<file path="src/rtl/gpib_dma_map.svh">
// register indices, field positions, reset values and counts of the glue
// assumes: included by bare name; byte address is four times the index
`ifndef GPIB_DMA_MAP_SVH
`define GPIB_DMA_MAP_SVH

`define REG_DEVICE_ADDR   4'h0
`define REG_AUX_CMD       4'h1
`define REG_ADDR_MODE     4'h2
`define REG_ADDR_STATUS   4'h3
`define REG_INT_MASK      4'h4
`define REG_INT_STATUS    4'h5
`define REG_CMD_STATUS    4'h6
`define REG_DMA_CTRL      4'h7
`define REG_DMA_ADDR      4'h8
`define REG_DMA_COUNT     4'h9

`define AUX_RESET_BIT     7
`define MODE_GATE_BIT     7
`define AUX_CMD_RESET     8'h80

`define ST_LISTENER_BIT   0
`define ST_TALKER_BIT     1
`define ST_ADDRESSED_BIT  2

`define INT_MASTER_BIT    7
`define INT_END_BIT       2
`define INT_CMD_BIT       1

`define CMD_RLC_BIT       0
`define CMD_SERIAL_POLL_ACTIVE_FLAG_BIT      1
`define CMD_OTHER_BIT     2

`define CTRL_ENABLE_BIT   0
`define CTRL_FROM_MEM_BIT 1

`define ACK_E_CYCLES      4'h7

`endif

</file>
<file path="src/rtl/gpib_dma_pkg.sv">
// types shared by the cycle-steal glue modules
// assumes: compiled before every other design file
`default_nettype none

package gpib_dma_pkg;
  typedef logic [7:0]  byte_type;
  typedef logic [15:0] word_type;
  typedef enum logic [1:0] {
    SEQ_IDLE       = 2'b00,
    SEQ_WAIT_GRANT = 2'b01,
    SEQ_MOVE       = 2'b10,
    SEQ_GIVE_BACK  = 2'b11
  } seq_state_type;
endpackage

`default_nettype wire

</file>
<file path="src/rtl/req_link_if.sv">
// request link between the dma sequencer and the request synchronizer
// assumes: instantiated inside the glue top, one clock domain
`default_nettype none

interface req_link_if;
  logic drq;
  logic to_memory;
  modport seq_side  (output drq, input to_memory);
  modport sync_side (input drq, input to_memory);
endinterface

`default_nettype wire

</file>
<file path="src/rtl/gpib_dma_glue.sv">
// cycle-steal dma glue between an instrument bus adapter and memory
// assumes: all pins synchronous to clk; registers over avalon-mm
//
// Decided for this implementation: the Avalon-MM register port and the register addresses.
`include "gpib_dma_map.svh"
`default_nettype none

module gpib_dma_glue
  import gpib_dma_pkg::*;
(
  input  wire logic        clk,
  input  wire logic        reset,
  input  wire logic [5:0]  address,
  input  wire logic        read,
  input  wire logic        write,
  input  wire logic [31:0] writedata,
  output logic      [31:0] readdata,
  output logic             waitrequest,
  input  wire logic        e_phase,
  input  wire logic        q_phase,
  input  wire logic        ba,
  input  wire logic        bs,
  input  wire logic        eoi_n,
  input  wire logic        own_talk_address,
  input  wire logic        own_listen_address,
  input  wire logic        untalk,
  input  wire logic        unlisten,
  input  wire logic        byte_event,
  input  wire logic        rlc_event,
  input  wire logic        serial_poll_active_flag_event,
  input  wire logic        other_cmd_event,
  output logic             cpu_bus_request_in_n,
  output logic             adapter_grant,
  output logic             dma_rw,
  output logic             dma_address_drive,
  output logic      [15:0] dma_address,
  output logic             adapter_irq
);
  byte_type   device_address_reg;
  byte_type   auxiliary_command_reg;
  byte_type   address_mode_reg;
  byte_type   address_status_reg;
  byte_type   int_mask;
  byte_type   int_status;
  byte_type   cmd_status;
  byte_type   dma_ctrl;
  word_type   dma_count;
  logic       byte_pending;
  logic       ack_busy;
  logic [3:0] ack_count;
  logic       e_prev;
  logic       eoi_prev;

  byte_type   next_device_address_reg;
  byte_type   next_auxiliary_command_reg;
  byte_type   next_address_mode_reg;
  byte_type   next_address_status_reg;
  byte_type   next_int_mask;
  byte_type   next_int_status;
  byte_type   next_cmd_status;
  byte_type   next_dma_ctrl;
  word_type   next_dma_address;
  word_type   next_dma_count;
  logic       next_byte_pending;
  logic       next_ack_busy;
  logic [3:0] next_ack_count;
  logic       next_irq;
  logic       next_wait;
  logic [31:0] next_readdata;

  logic [3:0] index;
  logic       soft_reset;
  logic       locked;
  logic       wr;
  logic       e_fall;
  logic       eoi_fall;
  logic       cmd_trigger;
  logic       talker;
  logic       listener;
  logic       adapter_req;
  logic       xfer_done;
  byte_type   enabled_now;
  byte_type   enabled_next;

  req_link_if link ();

  assign link.to_memory = ~dma_ctrl[`CTRL_FROM_MEM_BIT];
  assign adapter_req    = byte_pending & ~ack_busy & ~soft_reset;

  always_comb
  begin
    index       = address[5:2];
    soft_reset  = auxiliary_command_reg[`AUX_RESET_BIT];
    // mode through cmd status regs shut while in soft reset
    locked      = soft_reset && (index >= `REG_ADDR_MODE)
                  && (index <= `REG_CMD_STATUS);
    wr          = write & ~waitrequest & ~locked;
    e_fall      = e_prev & ~e_phase;
    eoi_fall    = eoi_prev & ~eoi_n;
    talker      = address_status_reg[`ST_TALKER_BIT];
    listener    = address_status_reg[`ST_LISTENER_BIT];
    // mode bit 7 limits cmd sources
    cmd_trigger = rlc_event | serial_poll_active_flag_event
                  | (other_cmd_event & ~address_mode_reg[`MODE_GATE_BIT]);

    next_device_address_reg    = device_address_reg;
    next_auxiliary_command_reg = auxiliary_command_reg;
    next_address_mode_reg      = address_mode_reg;
    next_int_mask              = int_mask;
    next_dma_ctrl              = dma_ctrl;
    next_dma_address           = dma_address;
    next_dma_count             = dma_count;
    next_int_status            = int_status;
    next_cmd_status            = cmd_status;
    next_address_status_reg    = address_status_reg;

    if (wr)
    begin
      unique case (index)
        `REG_DEVICE_ADDR: next_device_address_reg = writedata[7:0];
        `REG_AUX_CMD:     next_auxiliary_command_reg = writedata[7:0];
        `REG_ADDR_MODE:   next_address_mode_reg = writedata[7:0];
        `REG_INT_MASK:    next_int_mask = writedata[7:0];
        `REG_INT_STATUS:  next_int_status = int_status & ~writedata[7:0];
        `REG_CMD_STATUS:  next_cmd_status = cmd_status & ~writedata[7:0];
        `REG_DMA_CTRL:    next_dma_ctrl = writedata[7:0];
        `REG_DMA_ADDR:    next_dma_address = writedata[15:0];
        `REG_DMA_COUNT:   next_dma_count = writedata[15:0];
        default:          next_dma_ctrl = dma_ctrl;
      endcase
    end
    else if (xfer_done)
    begin
      next_dma_address = dma_address + 16'h0001;
      next_dma_count   = dma_count - 16'h0001;
    end

    // set wins over clear on every event flag
    if (!soft_reset)
    begin
      if (untalk)
        next_address_status_reg[`ST_TALKER_BIT] = 1'b0;
      if (own_talk_address)
        next_address_status_reg[`ST_TALKER_BIT] = 1'b1;
      if (unlisten)
        next_address_status_reg[`ST_LISTENER_BIT] = 1'b0;
      if (own_listen_address)
        next_address_status_reg[`ST_LISTENER_BIT] = 1'b1;
      if (eoi_fall && listener)
        next_int_status[`INT_END_BIT] = 1'b1;
      if (cmd_trigger)
        next_int_status[`INT_CMD_BIT] = 1'b1;
      if (rlc_event)
        next_cmd_status[`CMD_RLC_BIT] = 1'b1;
      if (serial_poll_active_flag_event)
        next_cmd_status[`CMD_SERIAL_POLL_ACTIVE_FLAG_BIT] = 1'b1;
      if (other_cmd_event)
        next_cmd_status[`CMD_OTHER_BIT] = 1'b1;
    end
    next_address_status_reg[`ST_ADDRESSED_BIT] =
      next_address_status_reg[`ST_TALKER_BIT]
      | next_address_status_reg[`ST_LISTENER_BIT];

    // edge of enabled status, so mask restore refires
    enabled_now  = int_status & int_mask & {8{int_mask[`INT_MASTER_BIT]}};
    enabled_next = next_int_status & next_int_mask
                   & {8{next_int_mask[`INT_MASTER_BIT]}};
    next_irq     = |(enabled_next & ~enabled_now);

    // entering talker leaves the output buffer empty: first request
    next_byte_pending = byte_pending;
    if (xfer_done)
      next_byte_pending = 1'b0;
    if (byte_event || (own_talk_address && !talker && !soft_reset))
      next_byte_pending = 1'b1;

    // acknowledge spans seven e cycles before next request
    next_ack_busy  = ack_busy;
    next_ack_count = ack_count;
    if (xfer_done)
    begin
      next_ack_busy  = 1'b1;
      next_ack_count = 4'h0;
    end
    else if (ack_busy && e_fall)
    begin
      next_ack_count = ack_count + 4'h1;
      if (next_ack_count == `ACK_E_CYCLES)
        next_ack_busy = 1'b0;
    end

    // one wait cycle per access; simple, costs one clock per transfer
    next_wait     = ~((read | write) & waitrequest);
    next_readdata = 32'h0000_0000;
    if (read && waitrequest && !locked)
    begin
      unique case (index)
        `REG_DEVICE_ADDR: next_readdata[7:0] = device_address_reg;
        `REG_AUX_CMD:     next_readdata[7:0] = auxiliary_command_reg;
        `REG_ADDR_MODE:   next_readdata[7:0] = address_mode_reg;
        `REG_ADDR_STATUS: next_readdata[7:0] = address_status_reg;
        `REG_INT_MASK:    next_readdata[7:0] = int_mask;
        `REG_INT_STATUS:  next_readdata[7:0] = int_status;
        `REG_CMD_STATUS:  next_readdata[7:0] = cmd_status;
        `REG_DMA_CTRL:    next_readdata[7:0] = dma_ctrl;
        `REG_DMA_ADDR:    next_readdata[15:0] = dma_address;
        `REG_DMA_COUNT:   next_readdata[15:0] = dma_count;
        default:          next_readdata = 32'h0000_0000;
      endcase
    end
  end

  // reset forces adapter and dma into reset state
  always_ff @(posedge clk)
  begin
    if (reset)
    begin
      device_address_reg    <= 8'h00;
      auxiliary_command_reg <= `AUX_CMD_RESET;
      address_mode_reg      <= 8'h00;
      address_status_reg    <= 8'h00;
      int_mask              <= 8'h00;
      int_status            <= 8'h00;
      cmd_status            <= 8'h00;
      dma_ctrl              <= 8'h00;
      dma_address           <= 16'h0000;
      dma_count             <= 16'h0000;
      byte_pending          <= 1'b0;
      ack_busy              <= 1'b0;
      ack_count             <= 4'h0;
      e_prev                <= 1'b0;
      eoi_prev              <= 1'b1;
      adapter_irq           <= 1'b0;
      waitrequest           <= 1'b1;
      readdata              <= 32'h0000_0000;
    end
    else
    begin
      device_address_reg    <= next_device_address_reg;
      auxiliary_command_reg <= next_auxiliary_command_reg;
      address_mode_reg      <= next_address_mode_reg;
      address_status_reg    <= next_address_status_reg;
      int_mask              <= next_int_mask;
      int_status            <= next_int_status;
      cmd_status            <= next_cmd_status;
      dma_ctrl              <= next_dma_ctrl;
      dma_address           <= next_dma_address;
      dma_count             <= next_dma_count;
      byte_pending          <= next_byte_pending;
      ack_busy              <= next_ack_busy;
      ack_count             <= next_ack_count;
      e_prev                <= e_phase;
      eoi_prev              <= eoi_n;
      adapter_irq           <= next_irq;
      waitrequest           <= next_wait;
      readdata              <= next_readdata;
    end
  end

  request_synchronizer u_sync (
    .clk                  (clk),
    .reset                (reset),
    .q_phase              (q_phase),
    .eoi_n                (eoi_n),
    .link                 (link.sync_side),
    .cpu_bus_request_in_n (cpu_bus_request_in_n)
  );

  dma_sequencer u_seq (
    .clk           (clk),
    .reset         (reset),
    .enable        (dma_ctrl[`CTRL_ENABLE_BIT]),
    .count_zero    (dma_count == 16'h0000),
    .adapter_req   (adapter_req),
    .ba            (ba),
    .bs            (bs),
    .e_phase       (e_phase),
    .link          (link.seq_side),
    .adapter_grant (adapter_grant),
    .dma_rw        (dma_rw),
    .address_drive (dma_address_drive),
    .xfer_done     (xfer_done)
  );

  chk_ack_spacing: assert property (@(posedge clk) disable iff (reset)
    xfer_done |=> !adapter_req [*7])
    else $error("adapter request during byte acknowledge");
  chk_talk_flag_set: assert property (@(posedge clk) disable iff (reset)
    (own_talk_address && !soft_reset)
      |=> address_status_reg[`ST_TALKER_BIT]
          && address_status_reg[`ST_ADDRESSED_BIT])
    else $error("talker flag not set on own talk address");
  chk_listen_flag_set: assert property (@(posedge clk) disable iff (reset)
    (own_listen_address && !soft_reset)
      |=> address_status_reg[`ST_LISTENER_BIT])
    else $error("listener flag not set on own listen address");
  chk_soft_reset_lock: assert property (@(posedge clk) disable iff (reset)
    (write && !waitrequest && soft_reset && index == `REG_ADDR_MODE)
      |=> address_mode_reg == $past(address_mode_reg))
    else $error("mode register written during soft reset");
  chk_reset_state: assert property (@(posedge clk)
    reset |=> auxiliary_command_reg == `AUX_CMD_RESET && !adapter_grant
              && cpu_bus_request_in_n && !dma_ctrl[`CTRL_ENABLE_BIT])
    else $error("reset did not restore adapter and dma state");
  chk_cmd_gate: assert property (@(posedge clk) disable iff (reset)
    (address_mode_reg[`MODE_GATE_BIT] && !rlc_event && !serial_poll_active_flag_event
      && !int_status[`INT_CMD_BIT]) |=> !int_status[`INT_CMD_BIT])
    else $error("cmd flag set by a masked command source");
  chk_irq_edge: assert property (@(posedge clk) disable iff (reset)
    adapter_irq |-> |(enabled_now & ~$past(enabled_now)))
    else $error("interrupt without a setting edge");
endmodule

`default_nettype wire

</file>
<file path="src/rtl/request_synchronizer.sv">
// aligns the sequencer request to the q phase and gates it on eoi for transfers to memory
// assumes: q_phase and eoi_n are synchronous to clk
`default_nettype none

module request_synchronizer
  import gpib_dma_pkg::*;
(
  input  wire logic  clk,
  input  wire logic  reset,
  input  wire logic  q_phase,
  input  wire logic  eoi_n,
  req_link_if.sync_side link,
  output logic       cpu_bus_request_in_n
);
  logic q_prev;
  logic next_q_prev;
  logic next_breq_n;
  logic eoi_gate;
  logic q_rise;

  always_comb
  begin
    next_q_prev = q_phase;
    q_rise      = q_phase & ~q_prev;
    eoi_gate    = link.to_memory & ~eoi_n;
    next_breq_n = cpu_bus_request_in_n;
    if (!link.drq || eoi_gate)
      next_breq_n = 1'b1;
    // assert on q rise, never late in e
    else if (q_rise)
      next_breq_n = 1'b0;
  end

  always_ff @(posedge clk)
  begin
    if (reset)
    begin
      q_prev               <= 1'b0;
      cpu_bus_request_in_n <= 1'b1;
    end
    else
    begin
      q_prev               <= next_q_prev;
      cpu_bus_request_in_n <= next_breq_n;
    end
  end

  chk_breq_q_align: assert property (@(posedge clk) disable iff (reset)
    $fell(cpu_bus_request_in_n) |-> $past(q_phase) && !$past(q_prev))
    else $error("bus request rose outside a q rise");
  chk_eoi_blocks: assert property (@(posedge clk) disable iff (reset)
    (link.to_memory && !eoi_n) |=> cpu_bus_request_in_n)
    else $error("bus request passed while eoi asserted");
  chk_talk_ungated: assert property (@(posedge clk) disable iff (reset)
    (!link.to_memory && link.drq && q_phase && !q_prev)
      |=> !cpu_bus_request_in_n)
    else $error("outbound request lost to eoi gate");
  chk_breq_hold: assert property (@(posedge clk) disable iff (reset)
    (!cpu_bus_request_in_n && link.drq && !(link.to_memory && !eoi_n))
      |=> !cpu_bus_request_in_n)
    else $error("bus request dropped while still requested");
endmodule

`default_nettype wire

</file>
<file path="src/rtl/dma_sequencer.sv">
// single channel cycle-steal sequencer: one byte per bus grant
// assumes: ba and bs come straight from the processor, synchronous
`default_nettype none

module dma_sequencer
  import gpib_dma_pkg::*;
(
  input  wire logic  clk,
  input  wire logic  reset,
  input  wire logic  enable,
  input  wire logic  count_zero,
  input  wire logic  adapter_req,
  input  wire logic  ba,
  input  wire logic  bs,
  input  wire logic  e_phase,
  req_link_if.seq_side link,
  output logic       adapter_grant,
  output logic       dma_rw,
  output logic       address_drive,
  output logic       xfer_done
);
  seq_state_type state;
  seq_state_type next_state;
  logic          e_prev;
  logic          bus_granted;
  logic          next_drq;
  logic          next_grant;
  logic          next_done;

  always_comb
  begin
    bus_granted = ba & bs;
    next_state  = state;
    next_drq    = link.drq;
    next_grant  = adapter_grant;
    next_done   = 1'b0;
    unique case (state)
      SEQ_IDLE:
        if (adapter_req && enable && !count_zero)
        begin
          next_state = SEQ_WAIT_GRANT;
          next_drq   = 1'b1;
        end
      SEQ_WAIT_GRANT:
        if (!adapter_req || !enable)
        begin
          next_state = SEQ_IDLE;
          next_drq   = 1'b0;
        end
        else if (bus_granted)
        begin
          next_state = SEQ_MOVE;
          next_grant = 1'b1;
        end
      SEQ_MOVE:
        if (e_prev && !e_phase)
        begin
          next_state = SEQ_GIVE_BACK;
          next_grant = 1'b0;
          next_drq   = 1'b0;
          next_done  = 1'b1;
        end
      SEQ_GIVE_BACK:
        if (!bus_granted)
          next_state = SEQ_IDLE;
    endcase
  end

  always_ff @(posedge clk)
  begin
    if (reset)
    begin
      state         <= SEQ_IDLE;
      e_prev        <= 1'b0;
      link.drq      <= 1'b0;
      adapter_grant <= 1'b0;
      dma_rw        <= 1'b0;
      address_drive <= 1'b0;
      xfer_done     <= 1'b0;
    end
    else
    begin
      state         <= next_state;
      e_prev        <= e_phase;
      link.drq      <= next_drq;
      adapter_grant <= next_grant;
      // address and direction only, no data path here
      dma_rw        <= ~link.to_memory;
      address_drive <= next_grant;
      xfer_done     <= next_done;
    end
  end

  chk_grant_needs_bus: assert property (@(posedge clk) disable iff (reset)
    $rose(adapter_grant) |-> $past(ba && bs) && address_drive)
    else $error("grant raised without processor bus release");
  chk_bus_returned: assert property (@(posedge clk) disable iff (reset)
    $fell(adapter_grant) |-> !link.drq && xfer_done ##1 !adapter_grant)
    else $error("bus kept across byte boundary");
endmodule

`default_nettype wire

</file>
<file path="config.mk">
export PLATFORM = sky130hd
export DESIGN_NAME = gpib_dma_glue
export DESIGN_NICKNAME = d
export VERILOG_FILES = /design/src/rtl/gpib_dma_pkg.sv /design/src/rtl/req_link_if.sv /design/src/rtl/gpib_dma_glue.sv /design/src/rtl/request_synchronizer.sv /design/src/rtl/dma_sequencer.sv
export VERILOG_INCLUDE_DIRS = /design/src /design/src/rtl
export SDC_FILE = /design/constraint.sdc
export NUM_CORES = 1
export LEC_CHECK = 0
export ABC_AREA = 1
export BUFFER_PORTS_ARGS = -buffer_cell sky130_fd_sc_hd__buf_4
export CAP_MARGIN = 20
export CORE_ASPECT_RATIO = 1.25
export CORE_MARGIN = 5
export CORE_UTILIZATION = 50
export CTS_BUF_LIST = sky130_fd_sc_hd__clkbuf_4 sky130_fd_sc_hd__clkbuf_8 sky130_fd_sc_hd__clkbuf_16
export DETAILED_ROUTE_END_ITERATION = 10
export GPL_TIMING_DRIVEN = 0
export PLACE_DENSITY = 0.79
export SLEW_MARGIN = 10
export SYNTH_ARGS = -nofsm -noshare
export SYNTH_HDL_FRONTEND = slang
export SYNTH_SLANG_ARGS = --single-unit
</file>
<file path="constraint.sdc">
create_clock -name clk -period 2.4 [get_ports clk]
set_input_delay 0.24 -clock clk [delete_from_list [all_inputs] [get_ports clk]]
set_output_delay 0.24 -clock clk [all_outputs]
set_load 0.01 [all_outputs]
</file>
* Word level (Yosys, flattened, before mapping)
Index checks and enable logic that the tools add are counted.
** Word-level totals
- Bits in registers :: 141
- Bits of input ports :: 55
- Output and inout port bits :: 54
- Word-level logic and storage cells :: 182
** Cells by class
- Add/sub/neg operators :: 3
- Order comparisons :: 2
- Equal/unequal tests :: 22
- Muxes and demuxes :: 45
- Bitwise gates (word level) :: 36
- Reduce and logical (&&, ||, !) cells :: 47
** Operators with widths (count)
- two-way mux 16 bit :: 6
- one-hot mux 8 bit (10 select lines) :: 1
- AND 8 bit :: 7
- two-way mux 8 bit :: 4
- equality test 4 x 3 -> 1 bit, second input constant :: 5
- two-way mux 1 bit :: 20
- adder 16 x 1 -> 16 bit, second input constant :: 1
- logical NOT 16 bit :: 1
- inverter 8 bit :: 2
- one-hot mux 8 bit (2 select lines) :: 1
- AND reduction 2 bit :: 8
- subtractor 16 x 1 -> 16 bit, second input constant :: 1
- two-way mux 2 bit :: 7
- inequality test 2 x 1 -> 1 bit, second input constant :: 6
- inverter 1 bit :: 12
- AND reduction 4 bit :: 3
- AND 1 bit :: 11
- logical AND 1 bit :: 11
- nonzero test 2 bit :: 5
- two-way mux 3 bit :: 3
- equality test 4 x 2 -> 1 bit, second input constant :: 2
- equality test 4 bit, second input constant :: 2
- logical NOT 1 bit :: 8
- one-hot mux 2 bit (4 select lines) :: 1
- other kinds (17) :: 27

* Longest topological paths before layout
Gate-level depths: netlist of run 1.
- Word-level depth :: 12
- Gate-level depth with buffers :: 13
- Gate-level depth less buffers :: 13

* By module
A second synthesis of run 1 with hierarchy kept.
** Second synthesis, totals
- Cells, all modules :: 958
- Area, all modules :: 6513.7 um^2
** By module, submodules not included
- gpib_dma_glue :: times used 1, cells an instance 889, area an instance 6032.0 um^2, seq. area each 2342.2 um^2
- dma_sequencer :: times used 1, cells an instance 58, area an instance 406.6 um^2, seq. area each 140.1 um^2
- request_synchronizer :: times used 1, cells an instance 11, area an instance 75.1 um^2, seq. area each 40.0 um^2

* Least setup slack after synthesis of run 1
Ideal clock, no wire load.
- Kind :: register to register
- From :: register dma_address[1]
- To :: register dma_address[14]
- Setup time :: 70 ps
- Data arrival time :: 1550 ps
- Data required time :: 2330 ps
- Setup slack :: 780 ps
- Stages on the path, launching flop included :: 12
- Path through :: dfxtp_1 ha_1 nand2_1 inv_1 nand2_1 nor2_1 nand2_1 nor2_1 nand2_1 xnor2_1 nand2_1 a21oi_1
** Between the ends
- Word-level cells in the longest chain between the ends :: 3
** RTL lines
- start, declared :: RTL line gpib_dma_glue.sv:36 : output logic [15:0] dma_address,
- start signal, assigned :: RTL line gpib_dma_glue.sv:247 : dma_address <= next_dma_address;
- adder 16 x 1 -> 16 bit :: RTL line gpib_dma_glue.sv:134 : next_dma_address = dma_address + 16'h0001;
- two-way mux 16 bit :: RTL line gpib_dma_glue.sv:132 : else if (xfer_done)
- two-way mux 16 bit :: RTL line gpib_dma_glue.sv:117 : if (wr)
Every way passes these cells. The select of a mux whose other input is x is not followed.
A chain may end at the register's enable or synchronous reset.

* Worst setup path after layout of run 1
Same ends and word-level chain as after synthesis.

==> results of run 1 <==
-- report_power, final --
| group | internal, mW | leakage [nW] | total (mW) | switching (mW) |
|---|---|---|---|---|
| combinational | 0.196 | 2.13 | 0.514 | 0.318 |
| sequential | 2.12 | 1.01 | 2.15 | 0.0356 |
| clock | 1.69 | 0.297 | 2.60 | 0.909 |
| total | 4.00 | 3.44 | 5.26 | 1.26 |
-- worst paths after layout --
path | to | depth (start not counted)
setup reg to reg | dma_address[14]$_SDFFE_PP0P_ | 11
setup / recovery | dma_address[14]$_SDFFE_PP0P_ | 11
hold reg to reg | u_sync.cpu_bus_request_in_n$_SDFFE_PP1P_ | 1
hold / removal | waitrequest$_SDFF_PP1_ | 2
-- metal layers --
metal | share of wire (%) | vias to the layer above
met5 | 0 | -
li1 | - | 3249
met3 | 8.5 | 83
met4 | 5.6 | 0
met2 | 48 | 347
met1 | 38 | 3080
-- area by class of cell --
type | instances | area [um^2] | share of cell area, %
Multi-Input combinational cell | 660 | 3200 | 41.3
Sequential cell | 125 | 2500 | 32.2
Clock buffer | 24 | 515 | 6.64
Timing Repair Buffer | 68 | 510 | 6.58
Inverter | 113 | 424 | 5.47
Buffer | 53 | 312 | 4.01
Tap cell | 168 | 210 | 2.71
Clock inverter | 6 | 82.6 | 1.06
-- synthesized netlist by cell type (2+ instances only) --
| cell type | number |
|---|---|
| nand2_1 | 209 |
| dfxtp_1 | 125 |
| inv_1 | 112 |
| nor2_1 | 99 |
| a21oi_1 | 85 |
| o21ai_0 | 74 |
| nand3_1 | 46 |
| buf_4 | 22 |
| nand4_1 | 18 |
| a31oi_1 | 17 |
| clkbuf_1 | 17 |
| nor3_1 | 13 |
| buf_2 | 12 |
| o22ai_1 | 12 |
| ha_1 | 9 |
| xor2_1 | 8 |
| a211oi_1 | 5 |
| or2_2 | 5 |
| xnor2_1 | 5 |
| a221oi_1 | 4 |
| nand2_2 | 4 |
| nor2_2 | 3 |
| o2111ai_1 | 3 |
| o21ai_1 | 3 |
| a22o_1 | 2 |
| buf_6 | 2 |
| nand3b_1 | 2 |
| nor2_4 | 2 |
| nor4_1 | 2 |
| o211ai_1 | 2 |
| o31ai_1 | 2 |
-- layout by cell type (no fill, tap or decap), types with 2 or more instances in the layout --
cell type / instances
bufinv_16: 2
inv_1: 112
nor3_1: 13
clkbuf_8: 6
xor2_1: 8
xnor2_1: 5
o21ai_1: 3
a21oi_1: 85
conb_1: 16
buf_4: 90
o21ai_0: 74
nor2_2: 3
nor2_1: 99
nand2_2: 4
a22o_1: 2
nor2_4: 2
nand3b_1: 2
buf_6: 2
ha_1: 9
o211ai_1: 2
o31ai_1: 2
nand3_1: 46
a221oi_1: 4
or2_2: 5
clkinv_2: 3
buf_2: 12
nand4_1: 18
nand2_1: 209
clkbuf_16: 17
nor4_1: 2
o22ai_1: 12
a211oi_1: 5
clkbuf_1: 17
dfxtp_1: 125
o2111ai_1: 3
a31oi_1: 17
-- critical path, cell delays in order (launching register included) --
cell and delay [ns]:
dfxtp_1 0.44, ha_1 0.21, nand2_1 0.11, inv_1 0.15, nand2_1 0.11, nor2_1 0.17
nand2_1 0.08, nor2_1 0.31, nand2_1 0.14, xnor2_1 0.15, nand2_1 0.06, a21oi_1 0.11
-- metrics by stage --
stage	instance area (um^2)	utilization [%]
detailed placement	7160	56.8
global placement	7160	56.8
CTS	7760	61.6
global route	7760	61.6
finish	7760	61.6
floorplan	6440	-
-- kinds of logic (layout without fill, tap and decap cells) --
kind of cell | Yosys count | in the layout | synth area share (%)
compound gates | 217 | 217 | 18.9
xor+xnor | 13 | 13 | 1.78
fa+ha+maj | 9 | 9 | 1.76
buf+inv | 166 | 264 | 11.5
flops | 125 | 125 | 39.2
other cells | 1 | 16 | 0.0587
simple gates | 405 | 405 | 26.8
==> summary.txt, run 1 <==
GRT
  • GRT Util Overall: between 20% and 30%
  • GR Util met1: 28.4%
  • Initial antenna violation count: 0
  • Met2 Usage GRT: 43.9%
  • Global route hottest layer: met2
  • GRT overflow: 0
  • Grt met3 use: 5.97%
  • Largest net degree at the start of global routing: 17
  • Vias in the first global route: 6250
  • Global-route wire length before repair: 30.5 mm

STA
  • RSZ-0062 raised after global routing: no
  • Hold Fails Final Rpt: 0
  • Worst slew pin tran: about 0.74 ns
  • Clock skew after layout: ~0.0065 ns
  • Max-slew headroom: between 50% and 60%
  • WHS: 0.00520 ns
  • Fin Setup TNS: 0 ns
  • Setup violators final: 0
  • Slew Limit Fails: 0
  • Peak Freq: 0.471 GHz
  • Final Worst Setup Slack: 0.277 ns
  • Final period util: 88.5%
  • Tmin final: 2.12 ns

Critical path
  • Crit path max fanout: 5
  • Worst Setup SP: dma_address[1]$_SDFFE_PP0P_
  • R2R Setup Slk: around 0.28 ns
  • CP endpoint kind: register
  • WS Path Type: register to register
  • R2r startpoint: dma_address[1]$_SDFFE_PP0P_
  • Critical path launch point type: register
  • CP arrival: 2.48 ns
  • Data required, critical path: between 2 and 3 ns

Yosys
  • #FFs+latches synth: approximately 130
  • Largest area contributor in the netlist: dfxtp_1
  • Syn avg cell area: 6.82 um^2
  • Synthesis Warnings: 0
  • Synth Instances: 936
  • FFs w/ async S/R, synth: 0%
  • Top-area cell type share of the netlist area: 39.2%
  • Ys flop type: dfxtp_1
  • Sequential area share after synthesis: around two fifths
  • Synth top area cells: dfxtp_1 (39%), nand2_1 (12%), a21oi_1 (6.7%)
  • Yosys cell types: 43
  • Mapped Area: 6380 um^2
  • Post-synth EDFFs: 0

Detailed routing
  • DR vias: 6759
  • Drt initial violations: approximately 520
  • # DRC: 0
  • Routed Antenna Nets: 0
  • Drt wl/cell: ~16 um
  • DRT Wirelength: 19.4 mm
  • DR pass1 iterations: 8
  • DR vias/cell: 5.55

Finish
  • # fillers: 1163
  • Fin cells: approximately 1200
  • Layout overhead on the synthesized area: 21.5%
  • Final net count: 1102
  • Inserted Diodes: 0
  • Fraction of layout cells with a size suffix above 1: 14.5%
  • Biggest regs: dma_address (16), dma_count (16), readdata (16)

Die
  • Die Height: 136 um
  • Site Rows: 46
  • Initial Utilization: 50.7%
  • Chip width: 111 um
  • Core area: about 13000 um^2
  • IO Pins: 109
  • Die area: 15100 um^2

Pwr
  • Power density cells: 678 nW/um^2
  • Max VDD drop: slightly below 0.4 mV
  • P_leak: 3.44 nW
  • Total Power: 5.26 mW

Clocking
  • Clk_lat worst skew: 0.43 ns
  • CTS Hold Bufs: 0
  • CTS Buffer Depth: 2
  • # clock sinks: 125
  • H-tree Lvls: 4
  • Post-CTS sizing: 0
  • Num CTS Buffers: 17
  • Root Buffer: clkbuf_16
  • CTS tree: yes
  • Post-CTS setup buffers: 0
  • CTS clk-pin slew, worst paths: about 0.05 ns

Job
  • Max-cap viol count: 0

Run status
  • Run status: completed

Place
  • Pre-CTS WS: 0.339 ns
  • GPL Wtd Cong: 0.908
  • Port Buffers: just under 70
  • DP Wirelength: approximately 14 mm
  • Placed Instances: 1187

Worst hold path
  • Hold Path Class: input port to register
  • Worst hold start: read
Power figures use the tool's default switching activity.
==> inputs of run 2 (changes only) <==
- CAP_MARGIN: 20 -> default
- clock period: 2.4 -> 2.03 ns (I/O delays scaled with it)
==> summary.txt, run 2 (same netlist as run 1, synthesis figures left out) <==
Place
  • DP Wirelength: 14.2 mm (unchanged)
  • Port Buffers: 68 (unchanged)
  • GPL Wtd Cong: 0.908 (unchanged)

STA
  • Slew Limit Fails: 0 (unchanged)
  • Setup violators final: 0 (unchanged)
  • Tmin final: 1.93 ns (was 2.12 ns)
  • WHS: 0.00664 ns (was 0.00520 ns)
  • Peak Freq: 0.518 GHz (was 0.471 GHz)
  • Clock skew after layout: 0.00589 ns (was 0.00652 ns)
  • Max-slew headroom: 49.6% (was 50.4%)
  • RSZ-0062 raised after global routing: no (unchanged)
  • Worst slew pin tran: 0.756 ns (was 0.744 ns)
  • Final period util: 95.0% (was 88.5%)
  • Hold Fails Final Rpt: 0 (unchanged)

Pwr
  • Reg power frac: 41.0% (was 40.9%)
  • Combinational share of power: 9.8% (about the same)
  • P_leak: 3.45 nW (was 3.44 nW)
  • Psw: 1.48 mW (was 1.26 mW)
  • Power density cells: 798 nW/um^2 (was 678 nW/um^2)
  • Clk pwr share: 49.2% (was 49.3%)
  • Max VDD drop: 0.464 mV (was 0.398 mV)
  • Internal power: 4.73 mW (was 4.00 mW)
  • Total Power: 6.22 mW (was 5.26 mW)
  • Net Sw Frac: 23.9% (was 24.0%)

Clocking
  • Clk_lat worst skew: 0.42 ns (was 0.43 ns)
  • H-tree Lvls: 4 (unchanged)
  • CTS clk-pin slew, worst paths: 0.06 ns (was 0.05 ns)
  • Num CTS Buffers: 17 (unchanged)
  • CTS Buffer Depth: 2 (unchanged)
  • # clock sinks: 125 (unchanged)
  • CTS tree: yes (unchanged)
  • Root Buffer: clkbuf_16 (unchanged)

Critical path
  • Slowest cell on the critical path: dfxtp_1 (unchanged)
  • CP Cell Sequence: inv_1 > nor2_1 > nand3_2 > nand2_4 > nand2_1 > nand2_2 > inv_1 > nor2_1 > a21oi_1 (was ha_1 > nand2_1 > inv_1 > nand2_1 > nor2_1 > nand2_1 > nor2_1 > nand2_1 > xnor2_1 > nand2_1 > a21oi_1)
  • CP arrival: 2.23 ns (was 2.48 ns)
  • CP endpoint kind: register (unchanged)
  • WS Path Type: register to register (unchanged)
  • Crit path max fanout: 8 (was 5)
  • Critical path launch point type: register (unchanged)
  • Data required, critical path: 2.33 ns (was 2.76 ns)
  • CP max stage delay: 0.46 ns (was 0.44 ns)

Detailed routing
  • DR vias/cell: 5.54 (was 5.55)
  • DR vias: 6750 (was 6759)
  • Drt initial violations: 526 (was 524)
  • # DRC: 0 (unchanged)
  • DR pass1 iterations: 6 (was 8)
  • Routed Antenna Nets: 0 (unchanged)
  • DRT Wirelength: 19.4 mm (about the same)
  • Drt wl/cell: 15.9 um (about the same)

Finish
  • Most frequent cells in the layout: nand2_1 (209), dfxtp_1 (123), inv_1 (112) (was nand2_1 (209), dfxtp_1 (125), inv_1 (112))
  • # fillers: 1162 (was 1163)
  • Final net count: 1104 (was 1102)
  • Fraction of layout cells with a size suffix above 1: 14.7% (was 14.5%)
  • Layout overhead on the synthesized area: 22.0% (was 21.5%)
  • Biggest regs: dma_address (16), dma_count (16), readdata (16) (unchanged)
  • Inserted Diodes: 0 (unchanged)
  • Commonest non-fill, non-tap cell in the layout: nand2_1 (unchanged)

Die
  • Core area: 12600 um^2 (unchanged)
  • Initial Utilization: 50.7% (unchanged)
  • Die Height: 136 um (unchanged)
  • IO Pins: 109 (unchanged)
  • Chip width: 111 um (unchanged)
  • Site Rows: 46 (unchanged)
  • Die area: 15100 um^2 (unchanged)

GRT
  • Initial antenna violation count: 0 (unchanged)
  • Global-route wire length before repair: 30.6 mm (was 30.5 mm)
  • GRT overflow: 0 (unchanged)
  • GRT Util Overall: 25.4% (was 25.3%)
  • Largest net degree at the start of global routing: 17 (unchanged)
  • Vias in the first global route: 6270 (was 6250)

Worst hold path
  • Hold Path Class: input port to register (unchanged)

Job
  • Max-cap viol count: 0 (unchanged)

Run status
  • Run status: completed (unchanged)
-- run 2: final timing paths --
check,start,end,slack [ns],cells past startpoint
setup / recovery,auxiliary_command_reg[7]$_SDFFE_PP1P_,dma_address[15]$_SDFFE_PP0P_,0.10,9
hold / removal,e_phase,e_prev$_SDFF_PP0_,0.007,3
setup reg to reg,auxiliary_command_reg[7]$_SDFFE_PP1P_,dma_address[15]$_SDFFE_PP0P_,0.10,9
hold reg to reg,u_seq.link.drq$_SDFFE_PP0P_,u_sync.cpu_bus_request_in_n$_SDFFE_PP1P_,0.43,1
-- run 2: what timing repair did --
| action | 4_1_cts | 5_1_grt |
|---|---|---|
| gates resized for setup | 1 | 3 |
| hold buffers | 2 | 0 |
| buffers inserted | 0 | 0 |
| hold endpoints to repair | 1 | 0 |
| setup endpoints to repair | 1 | 2 |
-- run 2: stage by stage --
stage	util [%]	instances	setup WS (ns)	area (um^2)	setup TNS [ns]
final	61.8	1219	0.101	7790	0
after detailed placement	56.8	1187	-0.0307	7160	-0.0307
after global placement	56.8	1187	0.000458	7160	0
after global routing	61.8	1219	0.00581	7790	0
after CTS	61.7	1219	0.0513	7780	0
after floorplan	-	951	0.410	6440	0
-- run 2: cell type report --
| class | count | area (um^2) | share of cell area [%] |
|---|---|---|---|
| Clock inverter | 6 | 82.6 | 1.06 |
| Timing Repair Buffer | 70 | 531 | 6.81 |
| Tap cell | 168 | 210 | 2.70 |
| Sequential cell | 125 | 2500 | 32.2 |
| Clock buffer | 24 | 515 | 6.62 |
| Buffer | 53 | 312 | 4.00 |
| Multi-Input combinational cell | 660 | 3210 | 41.2 |
| Inverter | 113 | 424 | 5.44 |
-- run 2: power groups by stage --
stage | logic (mW) | registers [mW] | clock network, mW
CTS | 0.603 | 2.55 | 3.07
global route | 0.675 | 2.55 | 3.17
detailed placement | 0.595 | 2.60 | 0
finish | 0.612 | 2.55 | 3.06
floorplan | 0.387 | 2.59 | 0
global placement | 0.586 | 2.60 | 0
-- run 2: critical path: cells and delay by family (launching register included) --
family / cells / cell delay, ns
AOI/OAI and AO/OA: 1 / 0.10
buffers and inverters: 2 / 0.28
DFF: 1 / 0.46
and+or+nand+nor: 6 / 0.95
-- run 2: routing by layer --
metal	routed length [um]	vias up	track usage, %
li1	-	3260	-
met1	7470	3099	28.4
met2	9420	315	44.1
met3	1490	76	5.97
met4	1060	0	15.1
met5	0	-	0
==> inputs of run 3 (changes only) <==
- CORE_UTILIZATION: 50 -> 57
- CTS_CLUSTER_DIAMETER: default -> 120
- PLACE_DENSITY: 0.79 -> 0.88
==> summary.txt, run 3 (same netlist as run 1, synthesis figures left out) <==
GRT
  • Initial antenna violation count: 0 (unchanged)
  • GRT overflow: 0 (unchanged)
  • Global route hottest layer: met2 (unchanged)
  • Largest net degree at the start of global routing: 17 (unchanged)
  • Grt met3 use: 6.92% (was 5.97%)
  • Met2 Usage GRT: 49.0% (was 44.1%)
  • Vias in the first global route: 6631 (was 6270)
  • GRT Util Overall: 28.8% (was 25.4%)
  • Global-route wire length before repair: 31.3 mm (was 30.6 mm)
  • GR Util met1: 32.1% (was 28.4%)

STA
  • Final Worst Setup Slack: 0.136 ns (was 0.101 ns)
  • Clock skew after layout: 0.0113 ns (was 0.00589 ns)
  • Final period util: 93.3% (was 95.0%)
  • Hold Fails Final Rpt: 0 (unchanged)
  • Setup violators final: 0 (unchanged)
  • Worst slew pin tran: 0.701 ns (was 0.756 ns)
  • Peak Freq: 0.528 GHz (was 0.518 GHz)
  • Max-slew headroom: 53.3% (was 49.6%)
  • Tmin final: 1.89 ns (was 1.93 ns)
  • Slew Limit Fails: 0 (unchanged)

Place
  • Pre-CTS WS: 0.0256 ns (was -0.0307 ns)
  • Port Buffers: 68 (unchanged)
  • GPL Wtd Cong: 0.983 (was 0.908)
  • Placed Instances: 1154 (was 1187)
  • DP Wirelength: 13.7 mm (was 14.2 mm)

Die
  • Site Rows: 43 (was 46)
  • Core area: 11000 um^2 (was 12600 um^2)
  • Initial Utilization: 57.9% (was 50.7%)
  • IO Pins: 109 (unchanged)
  • Chip width: 105 um (was 111 um)
  • Die area: 13400 um^2 (was 15100 um^2)
  • Die Height: 128 um (was 136 um)

Clocking
  • H-tree Lvls: 4 (unchanged)
  • CTS Buffer Depth: 2 (unchanged)
  • Clk_lat worst skew: 0.43 ns (was 0.42 ns)
  • Root Buffer: clkbuf_16 (unchanged)
  • Num CTS Buffers: 17 (unchanged)
  • CTS tree: yes (unchanged)
  • Post-CTS setup buffers: 0 (unchanged)
  • # clock sinks: 125 (unchanged)
  • CTS clk-pin slew, worst paths: 0.05 ns (was 0.06 ns)

Detailed routing
  • DRT Wirelength: 19.4 mm (about the same)
  • DR vias/cell: 5.71 (was 5.54)
  • DR vias: 6786 (was 6750)
  • Routed Antenna Nets: 0 (unchanged)
  • # DRC: 0 (unchanged)
  • Drt wl/cell: 16.4 um (was 15.9 um)
  • Drt initial violations: 534 (was 526)
  • DR pass1 iterations: 5 (was 6)

Run status
  • Run status: completed (unchanged)

Critical path
  • WS Path Type: register to register (unchanged)
  • Critical path launch point type: register (unchanged)
  • CP arrival: 2.23 ns (about the same)
  • CP endpoint kind: register (unchanged)
  • Cells on worst reg2reg path: 7 (was 9)
  • Crit path max fanout: 10 (was 8)
  • Data required, critical path: 2.37 ns (was 2.33 ns)

Worst hold path
  • Hold Path Class: input port to register (unchanged)
  • WHS Path Cells: 3 (unchanged)

Pwr
  • Psw: 1.51 mW (was 1.48 mW)
  • Reg power frac: 43.1% (was 41.0%)
  • Total Power: 5.92 mW (was 6.22 mW)
  • Max VDD drop: 0.581 mV (was 0.464 mV)
  • Power density cells: 769 nW/um^2 (was 798 nW/um^2)
  • Internal power: 4.41 mW (was 4.73 mW)
  • Net Sw Frac: 25.5% (was 23.9%)
  • P_leak: 3.42 nW (was 3.45 nW)
  • Combinational share of power: 10.4% (was 9.8%)
  • Clk pwr share: 46.5% (was 49.2%)

Job
  • Max-cap viol count: 0 (unchanged)

Finish
  • Layout overhead on the synthesized area: 20.5% (was 22.0%)
  • Biggest regs: dma_address (16), dma_count (16), readdata (16) (unchanged)
  • Inserted Diodes: 0 (unchanged)
  • # fillers: 889 (was 1162)
  • Commonest non-fill, non-tap cell in the layout: nand2_1 (unchanged)
  • Post-route core utilization: 69.8% (was 61.8%)
  • Fin cells: 1188 (was 1219)
  • Most frequent cells in the layout: nand2_1 (209), dfxtp_1 (122), inv_1 (112) (was nand2_1 (209), dfxtp_1 (123), inv_1 (112))
  • Final net count: 1105 (was 1104)
  • Fraction of layout cells with a size suffix above 1: 15.0% (was 14.7%)
run 3: path summary, 6_finish.rpt:
check	from	slack, ns	end
worst max-delay path	waitrequest$_SDFF_PP1_	0.14	dma_address[4]$_SDFFE_PP0P_
worst min-delay path	e_phase	0.004	e_prev$_SDFF_PP0_
worst min register to register	u_seq.link.drq$_SDFFE_PP0P_	0.43	u_sync.cpu_bus_request_in_n$_SDFFE_PP1P_
worst max register to register	waitrequest$_SDFF_PP1_	0.14	dma_address[4]$_SDFFE_PP0P_
run 3: per-layer routing:
metal | share of wire [%] | vias up
met1 | 37 | 3054
met5 | 0 | -
met3 | 8.9 | 102
met2 | 47 | 372
met4 | 6.4 | 0
li1 | - | 3258
run 3: per-stage QoR:
stage | setup TNS [ns] | area (um^2) | hold slack [ns]
2_1_floorplan | 0 | 6440 | 0.303
5_1_grt | -0.00505 | 7700 | 0.0114
3_5_place_dp | 0 | 7120 | 0.418
6_report | 0 | 7700 | 0.00376
4_1_cts | 0 | 7680 | 0.00104
3_3_place_gp | 0 | 7120 | 0.404
run 3: layout make-up:
class                      count  area, um^2  area share [%]
tap                          135         169            2.19
buffer                        53         312            4.05
clock buffer                  24         490            6.37
inverter                     113         424            5.51
multi-input combinational    660        3210            41.7
timing repair buffer          71         541            7.02
clock inverter                 7        41.3           0.536
sequential                   125        2510            32.6
run 3: power by group through the flow:
stage                     combinational (mW)  sequential, mW  clock, mW
final                                  0.619            2.55       2.75
after global routing                   0.674            2.55       2.87
after CTS                              0.604            2.55       2.74
after detailed placement               0.591            2.60          0
after global placement                 0.580            2.60          0
after floorplan                        0.387            2.59          0
run 3: timing repair:
item                       CTS  global route
cloned                       0             0
hold buffers                 3             0
hold endpoints to repair     2             0
gates resized for setup      1             5
setup endpoints to repair    1            11
run 3: critical path, cell delays in order (launching register included):
cell     delay [ns]
dfxtp_1        0.32
inv_1          0.07
nand2_1        0.15
a21oi_2        0.35
buf_4          0.26
buf_2          0.30
nand2_1        0.16
a31oi_1        0.21
